**src/hw/csf_pkg.sv**
```systemverilog
// shared types and constants for the cpu status flag register
// assumes one core clock and a synchronous active-high reset
package csf_pkg;

    localparam int DATA_W = 8;
    localparam int NIBBLE_W = 4;
    localparam int DIRECT_OFF_W = 7;
    localparam int INDIRECT_PTR_W = 8;
    localparam int BANK_ADDR_W = 9;

    // bit positions inside the status byte
    localparam int IBS_POS = 7;
    localparam int RP_HI_POS = 6;
    localparam int RP_LO_POS = 5;
    localparam int TMO_POS = 4;
    localparam int PWD_POS = 3;
    localparam int Z_POS = 2;
    localparam int DGC_POS = 1;
    localparam int C_POS = 0;

    // time-out and power-down read 1 after power-up; others cleared
    localparam logic [DATA_W-1:0] STATUS_RESET = 8'h18;
    localparam logic [DATA_W-1:0] CLEAR_VALUE = 8'h00;

    typedef struct packed {
        logic indirect_bank_select;
        logic direct_bank_select_hi;
        logic direct_bank_select_lo;
        logic timeout_flag;
        logic powerdown_flag;
        logic zero_flag;
        logic digit_carry_flag;
        logic carry_flag;
    } csf_status_t;

    typedef struct packed {
        logic zero;
        logic digit_carry;
        logic carry;
    } csf_flags_t;

    typedef struct packed {
        logic power_up;
        logic wdt_clear;
        logic sleep;
        logic wdt_timeout;
    } csf_cause_t;

    typedef enum logic [2:0] {
        CSF_OP_ADD,
        CSF_OP_SUB,
        CSF_OP_AND,
        CSF_OP_IOR,
        CSF_OP_XOR,
        CSF_OP_PASS
    } csf_alu_op_t;

endpackage : csf_pkg

```
**src/hw/csf_alu_flags.sv**
```systemverilog
// 8-bit alu with zero, digit carry and carry generation
// assumes operands are stable within the cycle; purely combinational
`timescale 1ns/1ps
module csf_alu_flags
    import csf_pkg::*;
(
    input wire logic [csf_pkg::DATA_W-1:0] a,
    input wire logic [csf_pkg::DATA_W-1:0] b,
    input wire csf_pkg::csf_alu_op_t op,
    output logic [csf_pkg::DATA_W-1:0] result,
    output csf_pkg::csf_flags_t flags
);
    logic [DATA_W-1:0] b_eff;
    logic cin;
    logic [DATA_W:0] sum;
    logic [NIBBLE_W:0] nib;

    always_comb begin
        // subtraction as a + ~b + 1 so carry reads as inverted borrow
        b_eff = (op == CSF_OP_SUB) ? ~b : b;
        cin = (op == CSF_OP_SUB);
        sum = {1'b0, a} + {1'b0, b_eff} + {{DATA_W{1'b0}}, cin};
        nib = {1'b0, a[NIBBLE_W-1:0]} + {1'b0, b_eff[NIBBLE_W-1:0]}
            + {{NIBBLE_W{1'b0}}, cin};
        unique case (op)
            CSF_OP_ADD: result = sum[DATA_W-1:0];
            CSF_OP_SUB: result = sum[DATA_W-1:0];
            CSF_OP_AND: result = a & b;
            CSF_OP_IOR: result = a | b;
            CSF_OP_XOR: result = a ^ b;
            CSF_OP_PASS: result = a;
            default: result = a;
        endcase
        flags.zero = (result == '0);
        // carry out of the top bit and of the low nibble
        flags.carry = sum[DATA_W];
        flags.digit_carry = nib[NIBBLE_W];
    end

endmodule : csf_alu_flags

```
**src/hw/csf_status_reg.sv**
```systemverilog
// status register of an 8-bit core: alu flags, reset cause, bank select
// assumes the core decodes instructions and drives the strobes below
// for one cycle per executed instruction, all on ref_clk
`timescale 1ns/1ps

// How it works
// - 7 indirect bank, 6-5 direct bank, 4-3 reset cause, 2-0 alu flags.
// - any instruction may write its result into the status register.
// - updated flags take the alu flags, not the written data.
// - time-out and power-down bits ignore every instruction write.
// - clear-file zeroes top three bits, sets zero, keeps the other bits.
// - in subtraction carry and digit carry are inverted borrows.
// - two direct bank bits pick one of four 128-byte banks.
// - carry is 1 exactly when the top bit carried out.
module csf_status_reg
    import csf_pkg::*;
(
    input wire logic ref_clk,
    input wire logic rst,
    input wire logic [csf_pkg::DATA_W-1:0] alu_a,
    input wire logic [csf_pkg::DATA_W-1:0] alu_b,
    input wire csf_pkg::csf_alu_op_t alu_op,
    input wire csf_pkg::csf_flags_t flag_upd,
    input wire logic dest_status,
    input wire logic clear_file_instr,
    input wire csf_pkg::csf_cause_t cause,
    input wire logic [csf_pkg::DIRECT_OFF_W-1:0] direct_offset,
    input wire logic [csf_pkg::INDIRECT_PTR_W-1:0] indirect_ptr,
    output csf_pkg::csf_status_t cpu_status_q,
    output logic [csf_pkg::DATA_W-1:0] alu_result,
    output csf_pkg::csf_flags_t alu_flags,
    output logic [csf_pkg::BANK_ADDR_W-1:0] direct_addr,
    output logic [csf_pkg::BANK_ADDR_W-1:0] indirect_addr
);
    import csf_pkg::*;

    csf_status_t cpu_status_d;
    csf_status_t wr_val;
    csf_flags_t new_flags;
    csf_flags_t upd_mask;
    logic wr_en;

    csf_alu_flags u_alu (
        .a(alu_a),
        .b(alu_b),
        .op(alu_op),
        .result(alu_result),
        .flags(alu_flags)
    );

    always_comb begin
        wr_en = dest_status | clear_file_instr;
        wr_val = clear_file_instr ? csf_status_t'(CLEAR_VALUE)
                                  : csf_status_t'(alu_result);
        new_flags = alu_flags;
        upd_mask = flag_upd;
        if (clear_file_instr) begin
            // clear-file sets zero, keeps digit carry and carry as they were
            new_flags = '{zero: 1'b1,
                          digit_carry: cpu_status_q.digit_carry_flag,
                          carry: cpu_status_q.carry_flag};
            upd_mask = '1;
        end
        cpu_status_d = cpu_status_q;
        if (wr_en) begin
            // written like any file register; reset-cause bits left out
            cpu_status_d[IBS_POS:RP_LO_POS] = wr_val[IBS_POS:RP_LO_POS];
            cpu_status_d[Z_POS:C_POS] = wr_val[Z_POS:C_POS];
        end
        // flag update overrides the written value of the same bit
        if (upd_mask.zero) begin
            cpu_status_d.zero_flag = new_flags.zero;
        end
        if (upd_mask.digit_carry) begin
            cpu_status_d.digit_carry_flag = new_flags.digit_carry;
        end
        if (upd_mask.carry) begin
            cpu_status_d.carry_flag = new_flags.carry;
        end
        // time-out event outranks the instructions that set the bit
        if (cause.power_up) begin
            cpu_status_d.timeout_flag = 1'b1;
            cpu_status_d.powerdown_flag = 1'b1;
        end else if (cause.wdt_timeout) begin
            cpu_status_d.timeout_flag = 1'b0;
        end else if (cause.sleep) begin
            cpu_status_d.timeout_flag = 1'b1;
            cpu_status_d.powerdown_flag = 1'b0;
        end else if (cause.wdt_clear) begin
            cpu_status_d.timeout_flag = 1'b1;
            cpu_status_d.powerdown_flag = 1'b1;
        end
    end

    always_ff @(posedge ref_clk) begin
        if (rst) begin
            cpu_status_q <= csf_status_t'(STATUS_RESET);
        end else begin
            cpu_status_q <= cpu_status_d;
        end
    end

    // bank decode is combinational so the current cycle's operand resolves
    always_comb begin
        direct_addr = {cpu_status_q.direct_bank_select_hi,
                       cpu_status_q.direct_bank_select_lo,
                       direct_offset};
        indirect_addr = {cpu_status_q.indirect_bank_select,
                         indirect_ptr};
    end

    logic no_cause;
    assign no_cause = (cause == '0);
endmodule : csf_status_reg

```
**config.mk**
```make
export PLATFORM = sky130hd
export DESIGN_NAME = csf_status_reg
export DESIGN_NICKNAME = d
export VERILOG_FILES = /design/src/hw/csf_pkg.sv /design/src/hw/csf_alu_flags.sv /design/src/hw/csf_status_reg.sv
export SDC_FILE = /design/constraint.sdc
export NUM_CORES = 1
export LEC_CHECK = 0
export CAP_MARGIN = 25
export CORE_UTILIZATION = 45
export CTS_CLUSTER_SIZE = 16
export DETAILED_ROUTE_END_ITERATION = 8
export DONT_BUFFER_PORTS = 1
export SYNTH_ARGS = -nofsm -noshare
export SYNTH_HDL_FRONTEND = slang
export SYNTH_SLANG_ARGS = --single-unit
```
**constraint.sdc**
```tcl
create_clock -name ref_clk -period 3.83 [get_ports ref_clk]
set_clock_uncertainty 0.2 [all_clocks]
set_input_delay 0.383 -clock ref_clk [delete_from_list [all_inputs] [get_ports ref_clk]]
set_output_delay 0.383 -clock ref_clk [all_outputs]
set_load 0.02 [all_outputs]
```
* Word-level counts from Yosys, hierarchy flattened
Cells that the tools add are included.
** Storage, ports and cells
- Input port bits :: 45
- Word-level logic and storage cells :: 48
- Memories kept :: 0
- Register bits :: 8
- Output and inout port bits :: 37
- ROM bits :: 0
- Memory bits (writable) :: 0
- Bits in latches :: 0
** Cells by class
- Reductions and logical operators :: 12
- Add/subtract/negate cells :: 4
- Equality and inequality tests :: 6
- Div/mod/pow operators :: 0
- Order comparisons :: 0
- Multiply operators :: 0
- Multiplexer cells :: 12
- Bitwise gates (word level) :: 6
- Shift-type cells :: 0
** Operator list (count)
- case mux 8 bit (4 select lines) :: 1
- 2-to-1 mux 8 bit :: 2
- adder 8 x 8 -> 9 bit :: 1
- adder 9 x 1 -> 9 bit :: 1
- 2-to-1 mux 3 bit :: 3
- bitwise AND 8 bit :: 1
- zero test 8 bit :: 1
- NOT 8 bit :: 1
- OR 8 bit :: 1
- nonzero test 2 bit :: 4
- XOR 8 bit :: 1
- equality test 3 x 2 -> 1 bit, second input constant :: 2
- AND reduction 2 bit :: 3
- adder 4 x 4 -> 5 bit :: 1
- adder 5 x 1 -> 5 bit :: 1
- 2-to-1 mux 1 bit :: 4
- 2-to-1 mux 2 bit :: 2
- != test 2 bit, second input constant :: 2
- OR reduction 2 bit :: 2
- equality test 3 x 1 -> 1 bit, second input constant :: 1
- equality test 3 bit, second input constant :: 1
- zero test 3 bit :: 1
- nonzero test 3 bit :: 1
- NOT 1 bit :: 1
- OR 1 bit :: 1

* Logic depth before layout (Yosys ltp)
- Word-level depth :: 8
- Mapped depth :: 14
- Depth with buffers taken out :: 11

* Cells and area by module
A second synthesis with hierarchy kept.
** Unflattened totals
- Cells, all modules :: 204
- Area, all modules :: 1571.5 um^2
** Modules (own cells, without submodules)
- csf_alu_flags :: times used 1, sequential area each 0.0 um^2, area an instance 1059.8 um^2, cells each 149
- csf_status_reg :: times used 1, sequential area each 160.2 um^2, area an instance 511.7 um^2, cells each 55

* Least setup slack after synthesis
OpenSTA, ideal clock, no wires.
- Path type :: input to output
- Start point :: input alu_op[1]
- End point :: output alu_flags[2] (netlist name)
- Setup slack :: -0.149 ns
- Required time :: 3.247 ns
- Stages :: 14
- Buffers on the path :: 3
- Data arrival time :: 3.396 ns
- Path through :: buf_6 clkbuf_1 nor2_1 and2_1 clkbuf_1 xnor2_1 inv_1 fa_1 xor2_1 o21ai_0 o21a_1 a221oi_1 nand4b_1 nor3_1
** RTL lines
- from (decl) :: RTL line csf_status_reg.sv:22 : input wire csf_pkg::csf_alu_op_t alu_op,
- to (decl) :: RTL line csf_status_reg.sv:31 : output csf_pkg::csf_flags_t alu_flags,

==> summary.md <==
| Metric | Value |
|---|---|
| Die height | between 60 and 70 um |
| Crit. End Element | output pin |
| Final nets | ~270 |
| Syn Inst Count | ~220 |
| Synth Area in Adders | between 10% and 20% |
| RSZ-0062 raised after global routing | no |
| Pwr/cell area | about 230 mW/mm^2 |
| Hold path cells | 1 |
| Post-DR wirelength/cell | approximately 16 um |
| WHS | 0.0105 ns |
| Hold Vio Cnt, Final | 0 |
| Setup violators final | 0 |
| Final instance area | approximately 0.0016 mm^2 |
| Worst min-delay path endpoint | cpu_status_q[6] |
| Largest net degree at the start of global routing | 28 |
| Layout cell share with drive strength beyond 1 | under 10% |
| Mux cell area share after synthesis | 1.84% |
| Post-synth top area cell | ha_1 |
| Commonest register cell after synthesis | dfxtp_1 |
| Core Util, Final | between 40% and 50% |
| First-pass GRT wire length | 6.44 mm |
| Post-route setup TNS | 0 ns |
| Compound-gate portion of the synthesized area | 28.7% |
| Via-per-instance ratio | 5.98 |
| Largest register FFs | 8 |
| Top cell type's share of synthesized area | approximately 18% |
| Iteration-0 DRC Markers | 31 |
| Number of H-tree levels | 1 |
| # Post-CTS Setup Buffers | 0 |
| Synth Register Bits | 8 |
| Post-synth top cells | inv_1, ha_1, buf_4, nor2_1, o21ai_0 |
| Syn Area/Cell | ~7.4 um^2 |
| Hold Startpoint | rst |
| Post-synthesis cell type count | 48 |
| Final wirelength | between 3 and 4 mm |
| Worst vdd ir | 0.120 mV |
| Post-route ant nets | 0 |
| Overflow after GRT | 0 |
| Req. time, crit path | around 3.3 ns |
| Main combinational cell family by area after synthesis | compound AO/OA/AOI/OAI gates |
| Slew Viols, Final | 0 |
| TritonCTS Buffers | 3 |
| Clk_lat worst skew | ~0.25 ns |
| R2R Path Start | cpu_status_q[7] |
| Post-synth EDFFs | 0 |
| # IOs | approximately 80 |
| Initial antenna violation count | 0 |
| # diodes | 0 |
| P_leak | about 0.7 nW |
| Syn Nets | ~290 |
| Core ar. | about 0.0034 mm^2 |
| Yosys warning count | 0 |
| Die ar. | between 0.003 and 0.004 mm^2 |
| Mapped cell area | approximately 0.0016 mm^2 |
| Simple-gate share of the synthesized area | 18.2% |
| CTS Buffer Depth | 2 |
| Max Clock Freq | around 290 MHz |
| TritonRoute pass-1 iters | 4 |
| Clk slew on worst S/H paths | approximately 0.060 ns |
| GP Congestion | roughly 0.93 |
| Flop2flop setup slack | 2.46 ns |
| CTS tree | yes |
| Dpl hpwl | 3.04 mm |
| Clock Sinks | 8 |
| Status | completed |
| Worst slew pin tran | about 0.72 ns |
| Row cnt | 21 |
| Synth area leaders | ha_1, dfxtp_1, buf_4 |
| Chip width | roughly 62 um |
| DRC viols | 0 |
| CTS root buffer | clkbuf_4 |
| MaxCap Viol Count | 0 |
| Vias | between 1000 and 1500 |
| GR Util All Layers | approximately a fifth |
| Biggest regs | cpu_status_q: 8 flops |
| Layout area overhead | -2.84% |
| Placed cell areas | 0.00152 mm^2 |
| Filler instances | between 300 and 400 |
| FFs w/ async S/R, synth | 0% |
| Vias in the first global route | between 1000 and 1500 |
| Slew margin rel. | between 50 and 60% |
| Crit start category | input pin |
| WS Path Type | in2out |
| Post-Synth XOR/XNOR Area | under 10% |
| Largest Register | cpu_status_q |
| Sequential area share after synthesis | approximately a tenth |
| Cells on worst reg2reg path | 2 |
| Buffers added on ports | 0 |
| Hold Path Class | in2reg |
| Reg-to-Reg End | cpu_status_q[7] |
| Most instantiated library cell after synthesis | inv_1 |
| Fin crit period | roughly 3.5 ns |
| Starting Density | 48.0% |
| Final worst-path cycle share | between 90% and 100% |
| CP max FO | 27 |
| Critical path arrival | 2.90 ns |
timing repair:
action | 4_1_cts | 5_1_grt
resized for setup | 0 | 4
endpoints found under the setup margin | 0 | 1
endpoints found under the hold margin | 3 | 0
hold buffers | 2 | 0
layout make-up:
class                      count  area (um^2)  share of cell area, %
sequential                     8          160                   10.1
clock buffer                   3         22.5                   1.42
inverter                      26         97.6                   6.17
multi-input combinational    157         1210                   76.4
tap                           46         57.6                   3.64
timing repair buffer           4         35.0                   2.22
placed cells by master (no fill, tap or decap), types with 6 or more instances in the layout:
| master | n |
|---|---|
| xnor2_1 | 7 |
| o21ai_0 | 14 |
| o22ai_1 | 6 |
| inv_1 | 26 |
| nor2_1 | 17 |
| nand2_1 | 9 |
| ha_1 | 23 |
| dfxtp_1 | 8 |
| a21oi_1 | 7 |
logic make-up after synthesis:
| group | Yosys count |
|---|---|
| AO/OA/AOI/OAI | 64 |
| AND/OR/NAND/NOR | 56 |
| buffers and inverters | 54 |
| adder cells (fa/ha/maj) | 24 |
| XOR/XNOR | 10 |
| flip-flops | 8 |
| multiplexers | 3 |
power breakdown:
part | internal, W | total (W) | switching (W)
combinational | 0.0000790 | 0.000195 | 0.000116
clock | 0.0000359 | 0.0000654 | 0.0000295
sequential | 0.0000884 | 0.000100 | 0.0000120
critical path, cell delays in order:
cell and delay, ns:
nor2_2 0.19, and2_2 0.30, xnor2_1 0.17, inv_1 0.09, fa_1 0.43, xor2_1 0.18, o21ai_0 0.13, o21a_1 0.29
a221oi_1 0.24, nand4b_1 0.23, nor3_4 0.28
worst max-delay path by stage:
stage                              end  cells after the start  slack [ns]       from
after global placement    alu_flags[2]                     11        0.27  alu_op[1]
final                     alu_flags[2]                     11        0.34  alu_op[1]
after detailed placement  alu_flags[2]                     11        0.11  alu_op[1]
after global routing      alu_flags[2]                     11        0.05  alu_op[1]
after floorplan           alu_flags[2]                     14       0.008  alu_op[1]
after CTS                 alu_flags[2]                     11        0.13  alu_op[1]
routing by layer:
metal	global-route usage [%]	routed length (um)	vias to the layer above	share of wire, %
li1	-	-	717	-
met1	22.4	1660	691	43
met2	36.8	1930	42	50
met3	6.25	243	10	6.3
met4	2.91	35	0	0.90
met5	0	0	-	0
per-stage QoR:
step	power (W)	setup WS, ns	instances
floorplan	0.000294	0.00796	219
global placement	0.000288	0.274	239
detailed placement	0.000292	0.109	239
CTS	0.000361	0.126	244
global route	0.000392	0.0500	244
finish	0.000361	0.343	244
Power figures use the tool's default switching activity.
